<file path="src/verilog/pdc_pkg.sv">
// Purpose: shared constants for the port direction control block
// Assumes: Avalon-MM slave, 32-bit data, byte addresses, word registers
// Notes:   register byte address is four times its index

// ---------------------------------------------------------------------
// port direction control package
// ---------------------------------------------------------------------
package pdc_pkg;

  // bus geometry
  localparam int unsigned ADDR_W = 8;
  localparam int unsigned DATA_W = 32;
  localparam int unsigned IDX_W  = 6;
  localparam int unsigned BE_W   = 4;

  // port widths
  localparam int unsigned PORT0_W = 8;
  localparam int unsigned PORT1_W = 7;

  // register indices (byte address = index * 4)
  localparam logic [IDX_W-1:0] IDX_PORT0_DIR = 6'h08;
  localparam logic [IDX_W-1:0] IDX_PORT1_DIR = 6'h09;
  localparam logic [IDX_W-1:0] IDX_PORT0_OUT = 6'h10;
  localparam logic [IDX_W-1:0] IDX_PORT1_OUT = 6'h11;
  localparam logic [IDX_W-1:0] IDX_PORT0_IN  = 6'h12;
  localparam logic [IDX_W-1:0] IDX_PORT1_IN  = 6'h13;
  localparam logic [IDX_W-1:0] IDX_CTRL      = 6'h14;

  // field positions
  localparam int unsigned CTRL_RST_DIS_BIT = 0;
  localparam int unsigned RESET_PIN_BIT    = 6;

  // reset values
  localparam logic [DATA_W-1:0] RST_DIR0 = 32'h0000_0000;
  localparam logic [DATA_W-1:0] RST_DIR1 = 32'h0000_0000;
  localparam logic [DATA_W-1:0] RST_OUT0 = 32'h0000_0000;
  localparam logic [DATA_W-1:0] RST_OUT1 = 32'h0000_0000;
  localparam logic              RST_CTRL = 1'b0;

endpackage

</file>
<file path="src/verilog/pdc_port_direction_control.sv">
// Purpose: direction, output data and pullup control for ports 0 and 1
// Assumes: Avalon-MM master on i_ref_clk, pins asynchronous to the clock
// Notes:   one wait cycle per access; pin controls lag a write by a cycle
//
// Operation
// RQ1 - every reset clears both direction registers, all pins become inputs
// RQ2 - direction bit one drives its pin with the matching output data bit
// RQ3 - direction bit zero releases the pin so outside logic sets its level
// RQ4 - input pin: output data one enables weak pullup, zero leaves three-state
// RQ5 - each pin follows only its own direction bit, no coupling
// RQ6 - port 0 uses eight bits, port 1 seven, its top bit reads zero
// RQ7 - direction registers are freely readable and writable at any time
// RQ8 - port 1 bit 6 reset input stays active until reset-pin disable set
// RQ9 - while active, driving that pin low from the port causes reset
// RQ10 - port 1 input register returns present pin levels whatever direction
// RQ11 - pin controls update on the clock edge after a register write
//
// Our own choice: the Avalon-MM register port.

`timescale 1ns/1ps

module pdc_port_direction_control
  import pdc_pkg::*;
#(
  parameter int unsigned P0_W = pdc_pkg::PORT0_W,
  parameter int unsigned P1_W = pdc_pkg::PORT1_W
)
(
  // clock and reset
  input  wire logic                       i_ref_clk,
  input  wire logic                       i_arst_n,
  // avalon-mm slave
  input  wire logic [pdc_pkg::ADDR_W-1:0] i_address,
  input  wire logic                       i_read,
  input  wire logic                       i_write,
  input  wire logic [pdc_pkg::BE_W-1:0]   i_byteenable,
  input  wire logic [pdc_pkg::DATA_W-1:0] i_writedata,
  output logic      [pdc_pkg::DATA_W-1:0] o_readdata,
  output logic                            o_waitrequest,
  // port 0 pins
  input  wire logic [P0_W-1:0]            i_p0_pin,
  output logic      [P0_W-1:0]            o_p0_out,
  output logic      [P0_W-1:0]            o_p0_oe,
  output logic      [P0_W-1:0]            o_p0_pullup,
  // port 1 pins
  input  wire logic [P1_W-1:0]            i_p1_pin,
  output logic      [P1_W-1:0]            o_p1_out,
  output logic      [P1_W-1:0]            o_p1_oe,
  output logic      [P1_W-1:0]            o_p1_pullup,
  // reset request toward the system reset controller
  output logic                            o_reset_req
);

  import pdc_pkg::*;

  // -------------------------------------------------------------------
  // decode helpers
  // -------------------------------------------------------------------

  // word index from a byte address
  function automatic logic [IDX_W-1:0] word_idx(
    input logic [ADDR_W-1:0] addr
  );
    word_idx = addr[ADDR_W-1:2];
  endfunction

  // true when the word index matches idx and the low address bits name a word boundary
  function automatic logic hit(
    input logic [ADDR_W-1:0] addr,
    input logic [IDX_W-1:0]  idx
  );
    hit = (word_idx(addr) == idx) && (addr[1:0] == 2'h0);
  endfunction

  // -------------------------------------------------------------------
  // pin synchronisers
  // -------------------------------------------------------------------

  logic [P0_W-1:0] p0_meta_q;
  logic [P0_W-1:0] p0_sync_q;
  logic [P1_W-1:0] p1_meta_q;
  logic [P1_W-1:0] p1_sync_q;

  // two stages; only the second stage feeds any logic
  always_ff @(posedge i_ref_clk or negedge i_arst_n)
  begin
    if (!i_arst_n)
    begin
      p0_meta_q <= '0;
      p0_sync_q <= '0;
      // reset pin bit idles high: release must not raise a false request
      p1_meta_q <= P1_W'(1) << RESET_PIN_BIT;
      p1_sync_q <= P1_W'(1) << RESET_PIN_BIT;
    end
    else
    begin
      p0_meta_q <= i_p0_pin;
      p0_sync_q <= p0_meta_q;
      p1_meta_q <= i_p1_pin;
      p1_sync_q <= p1_meta_q; // RQ10
    end
  end

  // -------------------------------------------------------------------
  // register file and bus slave
  // -------------------------------------------------------------------

  logic [P0_W-1:0]   dir0_q;
  logic [P0_W-1:0]   dir0_d;
  logic [P1_W-1:0]   dir1_q;
  logic [P1_W-1:0]   dir1_d;
  logic [P0_W-1:0]   out0_q;
  logic [P0_W-1:0]   out0_d;
  logic [P1_W-1:0]   out1_q;
  logic [P1_W-1:0]   out1_d;
  logic              rst_dis_q;
  logic              rst_dis_d;
  logic              wait_q;
  logic              wait_d;
  logic [DATA_W-1:0] rdata_q;
  logic [DATA_W-1:0] rdata_d;
  logic [DATA_W-1:0] rword;
  logic              wr_lane0;

  // read mux; narrow registers sit low, upper bits read zero
  always_comb
  begin
    rword = '0;
    if (hit(i_address, IDX_PORT0_DIR))
      rword[P0_W-1:0] = dir0_q; // RQ7
    else if (hit(i_address, IDX_PORT1_DIR))
      rword[P1_W-1:0] = dir1_q; // RQ6
    else if (hit(i_address, IDX_PORT0_OUT))
      rword[P0_W-1:0] = out0_q;
    else if (hit(i_address, IDX_PORT1_OUT))
      rword[P1_W-1:0] = out1_q;
    else if (hit(i_address, IDX_PORT0_IN))
      rword[P0_W-1:0] = p0_sync_q;
    else if (hit(i_address, IDX_PORT1_IN))
      rword[P1_W-1:0] = p1_sync_q; // RQ10
    else if (hit(i_address, IDX_CTRL))
      rword[CTRL_RST_DIS_BIT] = rst_dis_q;
  end

  // byte lane 0 carries every register field
  assign wr_lane0 = i_write && i_byteenable[0];

  // first cycle latches read data, second cycle completes the access
  always_comb
  begin
    wait_d    = wait_q;
    rdata_d   = rdata_q;
    dir0_d    = dir0_q;
    dir1_d    = dir1_q;
    out0_d    = out0_q;
    out1_d    = out1_q;
    rst_dis_d = rst_dis_q;
    if (wait_q)
    begin
      if (i_read || i_write)
      begin
        wait_d = 1'b0;
        if (i_read)
          rdata_d = rword;
      end
    end
    else
    begin
      // write lands at the edge where waitrequest is seen low
      wait_d = 1'b1;
      if (wr_lane0)
      begin
        if (hit(i_address, IDX_PORT0_DIR))
          dir0_d = i_writedata[P0_W-1:0]; // RQ7
        if (hit(i_address, IDX_PORT1_DIR))
          dir1_d = i_writedata[P1_W-1:0]; // RQ6
        if (hit(i_address, IDX_PORT0_OUT))
          out0_d = i_writedata[P0_W-1:0];
        if (hit(i_address, IDX_PORT1_OUT))
          out1_d = i_writedata[P1_W-1:0];
        if (hit(i_address, IDX_CTRL))
          rst_dis_d = i_writedata[CTRL_RST_DIS_BIT]; // RQ8
      end
    end
  end

  // waitrequest idles high so no access completes without a latch cycle
  always_ff @(posedge i_ref_clk or negedge i_arst_n)
  begin
    if (!i_arst_n)
    begin
      wait_q    <= 1'b1;
      rdata_q   <= '0;
      dir0_q    <= RST_DIR0[P0_W-1:0]; // RQ1
      dir1_q    <= RST_DIR1[P1_W-1:0]; // RQ1
      out0_q    <= RST_OUT0[P0_W-1:0];
      out1_q    <= RST_OUT1[P1_W-1:0];
      rst_dis_q <= RST_CTRL;
    end
    else
    begin
      wait_q    <= wait_d;
      rdata_q   <= rdata_d;
      dir0_q    <= dir0_d;
      dir1_q    <= dir1_d;
      out0_q    <= out0_d;
      out1_q    <= out1_d;
      rst_dis_q <= rst_dis_d;
    end
  end

  assign o_waitrequest = wait_q;
  assign o_readdata    = rdata_q;

  // -------------------------------------------------------------------
  // pin drivers
  // -------------------------------------------------------------------

  logic [P0_W-1:0] p0_out_q;
  logic [P0_W-1:0] p0_oe_q;
  logic [P0_W-1:0] p0_pu_q;
  logic [P1_W-1:0] p1_out_q;
  logic [P1_W-1:0] p1_oe_q;
  logic [P1_W-1:0] p1_pu_q;
  logic [P0_W-1:0] p0_oe_d;
  logic [P0_W-1:0] p0_pu_d;
  logic [P1_W-1:0] p1_oe_d;
  logic [P1_W-1:0] p1_pu_d;

  // one slice per pin keeps every pin on its own bit only
  for (genvar g = 0; g < P0_W; g++)
  begin : g_p0
    always_comb
    begin
      p0_oe_d[g] = dir0_q[g];              // RQ2 RQ3 RQ5
      p0_pu_d[g] = !dir0_q[g] && out0_q[g]; // RQ4
    end
  end

  for (genvar g = 0; g < P1_W; g++)
  begin : g_p1
    always_comb
    begin
      p1_oe_d[g] = dir1_q[g];              // RQ2 RQ3 RQ5
      p1_pu_d[g] = !dir1_q[g] && out1_q[g]; // RQ4
    end
  end

  // registered stage keeps outputs glitch free, costs one cycle
  always_ff @(posedge i_ref_clk or negedge i_arst_n)
  begin
    if (!i_arst_n)
    begin
      p0_out_q <= RST_OUT0[P0_W-1:0];
      p0_oe_q  <= '0; // RQ1
      p0_pu_q  <= '0;
      p1_out_q <= RST_OUT1[P1_W-1:0];
      p1_oe_q  <= '0; // RQ1
      p1_pu_q  <= '0;
    end
    else
    begin
      p0_out_q <= out0_q; // RQ2 RQ11
      p0_oe_q  <= p0_oe_d; // RQ11
      p0_pu_q  <= p0_pu_d; // RQ11
      p1_out_q <= out1_q; // RQ2 RQ11
      p1_oe_q  <= p1_oe_d; // RQ11
      p1_pu_q  <= p1_pu_d; // RQ11
    end
  end

  assign o_p0_out    = p0_out_q;
  assign o_p0_oe     = p0_oe_q;
  assign o_p0_pullup = p0_pu_q;
  assign o_p1_out    = p1_out_q;
  assign o_p1_oe     = p1_oe_q;
  assign o_p1_pullup = p1_pu_q;

  // -------------------------------------------------------------------
  // reset input on port 1 bit 6
  // -------------------------------------------------------------------

  logic self_low;
  logic rst_req_d;
  logic rst_req_q;

  // own drive is checked directly so a reset needs no pin loopback
  always_comb
  begin
    self_low  = dir1_q[RESET_PIN_BIT] && !out1_q[RESET_PIN_BIT]; // RQ9
    rst_req_d = !rst_dis_q &&
                (self_low || !p1_sync_q[RESET_PIN_BIT]); // RQ8 RQ9
  end

  // request only; the system reset controller decides what it clears
  always_ff @(posedge i_ref_clk or negedge i_arst_n)
  begin
    if (!i_arst_n)
      rst_req_q <= 1'b0;
    else
      rst_req_q <= rst_req_d;
  end

  assign o_reset_req = rst_req_q;

endmodule

</file>
<file path="config.mk">
export PLATFORM = sky130hd
export DESIGN_NAME = pdc_port_direction_control
export DESIGN_NICKNAME = d
export VERILOG_FILES = /design/src/verilog/pdc_pkg.sv /design/src/verilog/pdc_port_direction_control.sv
export SDC_FILE = /design/constraint.sdc
export NUM_CORES = 1
export LEC_CHECK = 0
export BUFFER_PORTS_ARGS = -buffer_cell sky130_fd_sc_hd__clkbuf_2
export CAP_MARGIN = 20
export CORE_MARGIN = 5
export CORE_UTILIZATION = 40
export DETAILED_ROUTE_END_ITERATION = 12
export HOLD_SLACK_MARGIN = 0.12
export PLACE_DENSITY = 0.66
export RECOVER_POWER = 100
export SYNTH_ARGS = -nofsm -noshare
export SYNTH_HDL_FRONTEND = slang
export SYNTH_SLANG_ARGS = --single-unit
</file>
<file path="constraint.sdc">
create_clock -name i_ref_clk -period 3.5 [get_ports i_ref_clk]
set_input_delay 0 -clock i_ref_clk [delete_from_list [all_inputs] [get_ports i_ref_clk]]
set_output_delay 0 -clock i_ref_clk [all_outputs]
set_load 0.01 [all_outputs]
</file>
## Word level (Yosys, flattened, before mapping)

Index checks and enable logic that the tools add are counted.
W data, S select, Z words.

| operators by class | value |
|---|---|
| add/subtract/negate cells | 0 |
| $mul | 0 |
| div/mod/pow operators | 0 |
| order comparisons | 0 |
| eq/ne operators | 7 |
| shift-type cells | 0 |
| mux-type cells | 13 |
| bitwise operators | 1 |
| reduce and logical (&&, ||, !) cells | 52 |

Operators with widths:

| cell | count |
|---|---|
| $eq A6 B5 Y1 const B | 5 |
| $logic_and A1 B1 Y1 | 25 |
| $mux W7 | 3 |
| $logic_not A1 Y1 | 18 |
| $reduce_and A3 Y1 | 6 |
| $mux W8 | 2 |
| $eq A6 B4 Y1 const B | 2 |
| $mux W1 | 7 |
| $mux W6 | 1 |
| $logic_not A2 Y1 | 1 |
| $logic_or A1 B1 Y1 | 2 |
| $not A1 Y1 | 1 |

| storage, ports and cells | value |
|---|---|
| flip-flop bits (word level) | 116 |
| bits in latches | 0 |
| RAM bits | 0 |
| memory bits (read-only) | 0 |
| input port bits | 63 |
| output and inout port bits | 79 |
| word-level logic and storage cells | 91 |
| memories kept | 0 |

## Depth between registers and ports, before layout

Gate-level depths: netlist of the first run.

| logic depth | value |
|---|---|
| depth in word-level cells | 9 |
| gate-level depth with buffers | 5 |
| depth with buffers taken out | 4 |

## Least setup slack after synthesis of the first run

No wires, ideal clock.

| timing path | value |
|---|---|
| kind | flip-flop to flip-flop |
| from | register wait_q (netlist: o_waitrequest) |
| to | register out0_q[0] |
| setup time | 0.125 ns |
| arrival | 1.497 ns |
| data required time | 3.375 ns |
| slack | 1.879 ns |
| cell stages (with the launch flop) | 5 |
| path through | dfstp_2 and3b_1 nor2b_1 nand3_1 mux2_2 |

| on the way | value |
|---|---|
| longest elaborated chain between the ends | 2 |

Ends and longest elaborated chain:

| item | line | source |
|---|---|---|
| start, declared | pdc_port_direction_control.sv:118 | `logic wait_q;` |
| start signal, assigned | pdc_port_direction_control.sv:202 | `wait_q <= wait_d;` |
| $not A1 Y1 (no source line) | - |  |
| $reduce_and A3 Y1 (no source line) | - |  |
| end signal, assigned | pdc_port_direction_control.sv:196 | `out0_q <= RST_OUT0[P0_W-1:0];` |
| end signal, assigned | pdc_port_direction_control.sv:206 | `out0_q <= out0_d;` |
| end, declared | pdc_port_direction_control.sv:112 | `logic [P0_W-1:0] out0_q;` |

Every way passes these cells.
A chain may end at the register's enable or synchronous reset.

## Worst setup path in the final report of the first run

| timing path | value |
|---|---|
| from | input port i_address[0] (netlist name) |
| to | register dir1_q[3] |

| on the way | value |
|---|---|
| longest elaborated chain between the ends | 3 |

Ends and longest elaborated chain:

| item | line | source |
|---|---|---|
| start, declared | pdc_port_direction_control.sv:33 | `input wire logic [pdc_pkg::ADDR_W-1:0] i_address,` |
| $logic_not A2 Y1 | pdc_port_direction_control.sv:72 | `hit = (word_idx(addr) == idx) && (addr[1:0] == 2'h0);` |
| $logic_and A1 B1 Y1 | pdc_port_direction_control.sv:72 |  |
| $reduce_and A3 Y1 (no source line) | - |  |
| end signal, assigned | pdc_port_direction_control.sv:195 | `dir1_q <= RST_DIR1[P1_W-1:0];` |
| end signal, assigned | pdc_port_direction_control.sv:205 | `dir1_q <= dir1_d;` |
| end, declared | pdc_port_direction_control.sv:110 | `logic [P1_W-1:0] dir1_q;` |

Every way passes these cells.

==> flow_summary.json, run 1 <==
{
  "status": "finished, violations left",
  "violations": "max-capacitance violations, max-slew violations",
  "synth-seq-cells": 116,
  "synth.top_cell.area_share_pct": 67.9,
  "drive_above_1_share_pct": 25.1,
  "synth_area_leaders": "dfrtp_1, mux2_2, buf_4",
  "worst_slack_ns": 0.785,
  "whs_ns": 0.138,
  "placed_area_um2": 4680,
  "rsz0062_at_grt": "false",
  "routed_wl_mm": 9.18,
  "die_y_um": 112,
  "cts-resized-gates": 0,
  "fmax_ghz": 0.368,
  "power_density_nw_per_um2": 585,
  "cap_violations": 2,
  "slew_headroom_pct": -23.1,
  "dp.final_hpwl_mm": 5.73,
  "vdd_drop_max_v": 0.000290,
  "cts_setup_buffers": 0,
  "fin_util_pct": 55.0,
  "grt_max_degree": 78,
  "wl_per_cell_um": 16.2,
  "stdcell_count": 566,
  "synth_ff_type": "dfrtp_1",
  "core_area_um2": 10200,
  "path_clk_slew_ns": 0.06,
  "placementRows": 37,
  "area_delta_synth_final_pct": 35.0,
  "cts_tree": "yes",
  "synth_most_common_cell": "dfrtp_1",
  "required_ns": 3.89,
  "num_vias": 2587,
  "timing.final.hold_violations": 0,
  "start_kind": "input pin",
  "drc_errors": 0,
  "yosysUniqueCellTypes": 39,
  "end_kind": "flip-flop",
  "fin_skew_ns": 0.00837,
  "busiest_layer": "met2",
  "avgSynthCellArea_um2": 15.5,
  "ant_nets": 0,
  "met1_usage_pct": 17.9,
  "syn_inst": 268,
  "worstSkewPairLatency_ns": 0.51,
  "place_congestion": 0.778,
  "netlist_area_um2": 4160,
  "track_usage_pct": 15.2,
  "grtUsageMet3_pct": 4.58,
  "first_global_vias": 2726,
  "antenna_cells": 0,
  "die_x_um": 112,
  "viasPerCell": 4.57,
  "io-pin-count": 142,
  "htreeDepth": 4,
  "nNetsFinal": 480,
  "drtIter0Drc": 102,
  "async_flop_share_pct": 100,
  "reg2reg_slack_ns": 0.97,
  "cts_sinks": 116,
  "die-area_um2": 12600,
  "period_needed_ns": 2.72,
  "final_cell_area_um2": 5620,
  "clock_path_buffers": 2,
  "antenna_found_initial": 0,
  "fin_setup_tns_ns": 0,
  "finalPower_mw": 3.29,
  "port_buffers": 90,
  "synth_commonest_cells": "dfrtp_1, mux2_2, buf_4",
  "tightestPinTransition_ns": 1.85,
  "hold_class": "input pin to flip-flop",
  "cts-root-buf": "clkbuf_8",
  "synth_seq_area_share_pct": 69.8,
  "grt_overflow_total": 0,
  "numCtsBuffers": 17,
  "fin_crit_sh_pct": 77.6,
  "firstDrtPassIters": 4,
  "yosys_warnings": 0,
  "cp.arrival_ns": 3.11,
  "dpl.cell_count": 489,
  "setup_viol": 0,
  "drv_slew": 86,
  "critPathMaxFanout": 9,
  "use_met2_pct": 25.5,
  "yosys.area.top_type": "dfrtp_1",
  "pre_cts_ws_ns": 1.42,
  "grt_pass1_wl_mm": 14.4,
  "p_leak_nw": 2.70,
  "start_util_pct": 40.7,
  "synth-edff-count": 0,
  "path_class": "input pin to flip-flop"
}
logic make-up after synthesis:
family                 share of synthesized area [%]
AO/OA/AOI/OAI                                   3.07
other                                         0.0901
AND/OR/NAND/NOR                                 8.23
flip-flops                                      69.8
multiplexers                                    13.6
buffers and inverters                           5.23
registers in the layout, summed over array words and instances (netlist names):
| name | flops |
|---|---|
| p1_meta_q | 7 |
| o_waitrequest | 1 |
| o_p0_pullup | 8 |
| o_p1_pullup | 7 |
| out0_q | 8 |
| dir0_q | 8 |
| o_p0_out | 8 |
| o_reset_req | 1 |
| p0_sync_q | 8 |
| p1_sync_q | 7 |
| o_readdata | 8 |
| out1_q | 7 |
| o_p1_oe | 7 |
| o_p1_out | 7 |
| p0_meta_q | 8 |
| rst_dis_q | 1 |
| o_p0_oe | 8 |
| dir1_q | 7 |
cell usage in the layout, fill, tap and decap left out, types with 2 or more instances in the layout:
cell type        n
nand2_1         12
nor2_1           2
nand2b_1         3
clkinv_4         3
o21ai_0          7
clkinvlp_4       4
a21oi_1          3
clkbuf_1        59
nor4_1           2
nor3_1           8
mux2_2          32
dlygate4sd3_1   45
nor2b_1         17
mux2i_1          7
bufinv_16        3
dfstp_2          2
clkbuf_8         4
mux4_2           6
clkbuf_16       16
buf_4            2
conb_1          24
clkbuf_2        33
a31oi_1          6
dfrtp_1        113
routing by layer:
layer	part of all wire, %	routed length, um	vias to the layer above
met5	0	0	-
met4	2.7	249	0
met3	5.6	515	24
met2	51	4640	100
met1	41	3780	1279
li1	-	-	1184
what timing repair did:
action	4_1_cts	5_1_grt
hold endpoints to repair	129	0
endpoints found under the setup margin	0	0
hold buffers	45	0
critical path: stages:
cell and delay [ns]:
dlygate4sd3_1 0.54, clkbuf_1 0.13, or4_1 0.72, nor3_1 1.28, mux2_2 0.43
area by class of cell:
class / count / area (um^2)
Sequential cell: 116 / 2910
Timing Repair Buffer: 138 / 848
Multi-Input combinational cell: 144 / 1090
Fill cell: 851 / 4610
Clock inverter: 11 / 151
Tap cell: 136 / 170
Clock buffer: 21 / 459
worst paths after layout:
check | cells after the start | endpoint | startpoint
setup reg to reg | 4 | dir1_q[3] | o_waitrequest
setup / recovery | 5 | dir1_q[3] | i_address[0]
hold / removal | 2 | p0_meta_q[4] | i_p0_pin[4]
hold reg to reg | 0 | p0_sync_q[1] | p0_meta_q[1]
min in group asynchronous | 2 | o_p0_out[4] | i_arst_n
max in group asynchronous | 3 | out0_q[5] | i_arst_n
report_power, final:
group	internal, mW	switching [mW]
logic	0.0743	0.0952
registers	1.38	0.0148
clock network	1.14	0.588
total	2.59	0.698
Power figures use the tool's default switching activity.
==> run 2: changes to the inputs <==
--- a/config.mk
+++ b/config.mk
@@ -5,13 +5,14 @@
 export SDC_FILE = /design/constraint.sdc
 export NUM_CORES = 1
 export LEC_CHECK = 0
+export ABC_AREA = 1
 export BUFFER_PORTS_ARGS = -buffer_cell sky130_fd_sc_hd__clkbuf_2
 export CAP_MARGIN = 20
 export CORE_MARGIN = 5
 export CORE_UTILIZATION = 40
 export DETAILED_ROUTE_END_ITERATION = 12
 export HOLD_SLACK_MARGIN = 0.12
-export PLACE_DENSITY = 0.66
+export PLACE_DENSITY = 0.68
 export RECOVER_POWER = 100
 export SYNTH_ARGS = -nofsm -noshare
 export SYNTH_HDL_FRONTEND = slang
==> constraint.sdc (replaced) <==
create_clock -name i_ref_clk -period 2.4 [get_ports i_ref_clk]
set_input_delay 0 -clock i_ref_clk [delete_from_list [all_inputs] [get_ports i_ref_clk]]
set_output_delay 0 -clock i_ref_clk [all_outputs]
set_load 0.01 [all_outputs]
==> flow_summary.json, run 2 <==
{
  "status": "finished clean",
  "synth_seq_area_share_pct": 69.5,
  "cts-root-buf": "clkbuf_8",
  "port_buffers": 90,
  "vdd_drop_max_v": 0.000462,
  "rsz0062_at_grt": "false",
  "avgSynthCellArea_um2": 10.8,
  "core_area_um2": 10300,
  "period_needed_ns": 2.24,
  "required_ns": 2.79,
  "dp.final_hpwl_mm": 6.21,
  "p_leak_nw": 2.86,
  "endpoint": "dir0_q[7]",
  "async_flop_share_pct": 100,
  "start_kind": "input pin",
  "ant_nets": 0,
  "timing.final.hold_violations": 0,
  "hold_class": "input pin to flip-flop",
  "critPathMaxFanout": 16,
  "path_class": "input pin to flip-flop",
  "p_clk_share_pct": 51.2,
  "synth.top_cell.area_share_pct": 67.6,
  "setup_viol": 0,
  "net-switching-power_mw": 1.06,
  "cts_tree": "yes",
  "track_usage_pct": 15.4,
  "viasPerCell": 4.43,
  "nNetsFinal": 612,
  "seqPwrFrac_pct": 43.4,
  "die-area_um2": 12600,
  "layout_common_cells": "dfrtp_1, nand2_1, dlygate4sd3_1",
  "num_vias": 3090,
  "reg2reg_from": "o_waitrequest",
  "synth_area_leaders": "dfrtp_1, nand2_1, buf_4",
  "grt_pass1_wl_mm": 15.1,
  "synth-seq-cells": 116,
  "area_delta_synth_final_pct": 38.3,
  "cp.arrival_ns": 2.64,
  "synth_commonest_cells": "dfrtp_1, nand2_1, nor2_1",
  "crit_family": "buffers and inverters",
  "fin_crit_sh_pct": 93.5,
  "grt_max_degree": 64,
  "syn_inst": 386,
  "worstRegToRegCells": 5,
  "clock_path_buffers": 2,
  "swShare_pct": 22.6,
  "routed_wl_mm": 9.22,
  "first_global_vias": 3133,
  "htreeDepth": 4,
  "drc_errors": 0,
  "path_clk_slew_ns": 0.06,
  "slew_headroom_pct": 46.9,
  "crit_start": "i_address[0]",
  "placementRows": 37,
  "drv_slew": 0,
  "drtIter0Drc": 170,
  "antenna_found_initial": 0,
  "p_int_mw": 3.63,
  "cp.depth": 11,
  "yosys_warnings": 0,
  "yosysUniqueCellTypes": 22,
  "synth_most_common_cell": "dfrtp_1",
  "yosys.area.top_type": "dfrtp_1",
  "cp_slowest_cell": "dlygate4sd3_1",
  "finalPower_mw": 4.69,
  "drive_above_1_share_pct": 13.9,
  "end_kind": "flip-flop",
  "crit_chain": "dlygate4sd3_1, clkbuf_2, inv_1, nand2_2, nor3_1, dlygate4sd3_1, buf_4, nand3_4, nand2_1, o21ai_0, dlygate4sd3_1",
  "crit_buf_inv": 6,
  "fin_setup_tns_ns": 0,
  "comb_power_share_pct": 5.4,
  "reg2reg_slack_ns": 0.52,
  "io-pin-count": 142,
  "start_util_pct": 40.7,
  "worstSkewPairLatency_ns": 0.51,
  "grt_overflow_total": 0,
  "antenna_cells": 0,
  "fin_skew_ns": 0.0103,
  "die_y_um": 112,
  "fmax_ghz": 0.446,
  "tightestPinTransition_ns": 0.796,
  "cts_sinks": 116,
  "max_stage_delay_ns": 0.57,
  "place_congestion": 0.833,
  "crit_path_frequent_cell": "dlygate4sd3_1",
  "netlist_area_um2": 4180,
  "power_density_nw_per_um2": 811,
  "rr_endpoint": "dir0_q[7]",
  "synth_ff_type": "dfrtp_1",
  "die_x_um": 112,
  "wl_per_cell_um": 13.2,
  "final_common_cell": "dfrtp_1",
  "firstDrtPassIters": 4,
  "numCtsBuffers": 17,
  "synth-edff-count": 0,
  "cap_violations": 0
}
[run 2: changes by cell type in the layout (fill, tap and decap cells not counted), sizes merged, moves of 6 or more]
cell	previous run	this run
mux2	32	0
dlygate4sd3	45	57
nand3	1	26
nor3	8	1
a31oi	6	0
mux2i	7	0
nor2b	17	0
inv	0	39
nand2	12	81
mux4	6	0
nor2	2	45
o21ai	7	39
[run 2: logic make-up (layout without fill, tap and decap cells)]
| kind of cell | after synthesis | in the layout | synth area share, % |
|---|---|---|---|
| buffers and inverters | 66 | 219 | 8.44 |
| AO/OA/AOI/OAI | 46 | 46 | 5.71 |
| other | 1 | 24 | 0.0897 |
| flip-flops | 116 | 116 | 69.5 |
| AND/OR/NAND/NOR | 157 | 157 | 16.3 |
[run 2: power by group through the flow]
stage,combinational (mW),clock (mW),sequential (mW)
after detailed placement,0.190,0,2.07
after floorplan,0.101,0,2.07
after global placement,0.188,0,2.07
final,0.255,2.40,2.03
after global routing,0.287,2.54,2.04
after CTS,0.268,2.45,2.03
[run 2: cell type report]
cell class / count / area [um^2]
inverters: 37 / 139
clock buffers: 18 / 428
well taps: 136 / 170
clock inverters: 14 / 154
fillers: 945 / 4490
flip-flops and latches: 116 / 2910
repair buffers: 150 / 993
multi-input cells: 227 / 995
[run 2: worst min-delay path by stage]
stage / start / endpoint / slack (ns) / cells past startpoint
after floorplan: i_arst_n / dir0_q[0] / -0.30 / 0
final: i_write / o_waitrequest / 0.21 / 3
after global placement: i_arst_n / o_p0_out[0] / 0.07 / 1
after detailed placement: i_arst_n / o_p0_out[0] / 0.07 / 1
after global routing: i_write / o_waitrequest / 0.21 / 3
after CTS: i_write / o_waitrequest / 0.17 / 3
[run 2: layer usage]
layer / global-route usage, % / up-vias / routed length [um]
li1: - / 1506 / -
met1: 18.8 / 1454 / 3940
met2: 24.2 / 124 / 4480
met3: 6.20 / 6 / 742
met4: 6.49 / 0 / 63
met5: 0 / - / 0
[run 2: through the flow]
stage               area [um^2]  hold WS (ns)  setup WS (ns)  util, %  std cells
finish                     5790         0.212          0.156     56.3        698
global route               5790         0.208         0.0406     56.3        698
CTS                        5900         0.168         0.0904     57.4        699
detailed placement         4710        0.0731          0.878     45.8        608
global placement           4710        0.0677          0.918     45.8        608
floorplan                  4270        -0.296           1.11        -        409
[run 2: worst min-delay path: stages]
cell and delay [ns]:
clkbuf_2 0.08, o21ai_0 0.07, dlygate4sd3_1 0.55
[run 2: what timing repair did]
item / 4_1_cts / 5_1_grt
endpoints found under the setup margin: 0 / 4
gates resized for setup: 0 / 2
setup buffers: 0 / 0
endpoints found under the hold margin: 171 / 0
hold buffers: 59 / 0
==> run 3: changes to the inputs <==
--- a/config.mk
+++ b/config.mk
@@ -12,7 +12,7 @@
 export CORE_UTILIZATION = 40
 export DETAILED_ROUTE_END_ITERATION = 12
 export HOLD_SLACK_MARGIN = 0.12
-export PLACE_DENSITY = 0.68
+export PLACE_DENSITY_LB_ADDON = 0.1
 export RECOVER_POWER = 100
 export SYNTH_ARGS = -nofsm -noshare
 export SYNTH_HDL_FRONTEND = slang
==> flow_summary.json, run 3 (synthesized netlist as in run 2, its figures left out) <==
{
  "status": "finished, violations left",
  "violations": "max-capacitance violations, max-slew violations",
  "start_util_pct": 40.7,
  "grt_max_degree": 66,
  "path_class": "input pin to flip-flop",
  "cap_violations": 1,
  "cts-resized-gates": 0,
  "port_buffers": 90,
  "vdd_drop_max_v": 0.000362,
  "nNetsFinal": 610,
  "fin_skew_ns": 0.00560,
  "whs_ns": 0.261,
  "routed_wl_mm": 9.40,
  "p_int_mw": 3.90,
  "hold_class": "input pin to flip-flop",
  "p_clk_share_pct": 53.3,
  "crit_family": "buffers and inverters",
  "comb_power_share_pct": 5.1,
  "reg2reg_slack_ns": 0.67,
  "layout_common_cells": "dfrtp_1, nand2_1, clkbuf_1, dlygate4sd3_1, nor2_1",
  "path_clk_slew_ns": 0.05,
  "power_density_nw_per_um2": 844,
  "finalPower_mw": 4.89,
  "io-pin-count": 142,
  "end_kind": "flip-flop",
  "numCtsBuffers": 17,
  "first_global_vias": 2976,
  "cts_setup_buffers": 0,
  "tightestPinTransition_ns": 1.58,
  "timing.final.hold_violations": 0,
  "start_kind": "input pin",
  "grt_pass1_wl_mm": 15.2,
  "crit_chain": "dlygate4sd3_1, clkbuf_1, nor2_1, dlygate4sd3_1, nand3_1, nor2_4, dlygate4sd3_1, nand2_1, a41oi_1",
  "drv_slew": 65,
  "die_y_um": 112,
  "cts_sinks": 116,
  "swShare_pct": 20.2,
  "final_common_cell": "dfrtp_1",
  "dp.final_hpwl_mm": 6.13,
  "wl_per_cell_um": 13.5,
  "track_usage_pct": 15.8,
  "cts_tree": "yes",
  "ctsHoldBuffers": 56,
  "placementRows": 37,
  "period_needed_ns": 2.21,
  "setup_viol": 0,
  "antenna_found_initial": 0,
  "required_ns": 2.83,
  "die-area_um2": 12600,
  "cp.arrival_ns": 2.64,
  "core_area_um2": 10300,
  "drtIter0Drc": 174,
  "p_leak_nw": 2.87,
  "reg2reg_from": "o_waitrequest",
  "net-switching-power_mw": 0.991,
  "max_stage_delay_ns": 0.64,
  "clock_path_buffers": 2,
  "crit_path_frequent_cell": "dlygate4sd3_1",
  "die_x_um": 112,
  "antenna_cells": 0,
  "slew_headroom_pct": -5.24,
  "num_vias": 3021,
  "firstDrtPassIters": 4,
  "critPathMaxFanout": 9,
  "min_from": "i_write",
  "fmax_ghz": 0.453,
  "area_delta_synth_final_pct": 38.6,
  "rr_endpoint": "dir0_q[2]",
  "worstRegToRegCells": 3,
  "cts-root-buf": "clkbuf_8",
  "drive_above_1_share_pct": 13.8,
  "viasPerCell": 4.35,
  "cp.depth": 9,
  "hold_end": "o_waitrequest",
  "fin_crit_sh_pct": 92.1,
  "worstSkewPairLatency_ns": 0.52,
  "rsz0062_at_grt": "false",
  "htreeDepth": 4,
  "place_congestion": 0.783,
  "hold_depth": 3,
  "ant_nets": 0,
  "grt_overflow_total": 0,
  "crit_buf_inv": 4,
  "seqPwrFrac_pct": 41.6,
  "cp_slowest_cell": "dlygate4sd3_1",
  "fin_setup_tns_ns": 0,
  "drc_errors": 0
}
run 3: changes by cell type in the layout (fill, tap and decap cells not counted), moves of 2 or more:
cell / change
clkbuf_8: +3
inv_6: -2
clkinv_4: -5
bufinv_16: +2
run 3: power groups by stage:
stage               Sequential, mW  Clock [mW]  Combinational, mW
finish                        2.03        2.61              0.251
global route                  2.04        2.77              0.284
CTS                           2.04        2.67              0.258
detailed placement            2.07           0              0.190
global placement              2.07           0              0.189
floorplan                     2.07           0              0.101
run 3: worst register-to-register path: stages, from the launching register on:
cell	delay (ns)
dfstp_1	0.38
nor2_1	0.34
nand3_1	0.53
o21ai_0	0.37
run 3: worst max path at each step:
stage                  start  slack, ns            end
3_5_place_dp   o_waitrequest       0.81      dir0_q[3]
3_3_place_gp   o_waitrequest       0.84      dir0_q[4]
2_1_floorplan  o_waitrequest       1.11      dir0_q[6]
6_report        i_address[1]       0.19  o_readdata[7]
4_1_cts         i_address[1]       0.19  o_readdata[7]
5_1_grt         i_address[1]       0.06      dir0_q[6]
run 3: area by class of cell:
cell class,instances,area (um^2)
Fill cell,945,4480
Multi-Input combinational cell,227,987
Inverter,37,139
Clock inverter,9,150
Timing Repair Buffer,148,970
Tap cell,136,170
Clock buffer,22,473
Sequential cell,116,2910
run 3: per-stage QoR:
stage / instances / setup WS [ns] / instance area [um^2] / utilization (%)
finish: 695 / 0.191 / 5800 / 56.4
global route: 695 / 0.0616 / 5800 / 56.4
CTS: 695 / 0.192 / 5890 / 57.3
detailed placement: 608 / 0.812 / 4710 / 45.8
global placement: 608 / 0.844 / 4710 / 45.8
floorplan: 409 / 1.11 / 4270 / -
run 3: per-layer routing:
layer / GRT usage, % / part of all wire, % / up-vias
met5: 0 / 0 / -
met4: 5.85 / 1.0 / 0
met3: 6.42 / 6.9 / 13
met2: 25.3 / 49 / 101
met1: 19.3 / 43 / 1401
li1: - / - / 1506
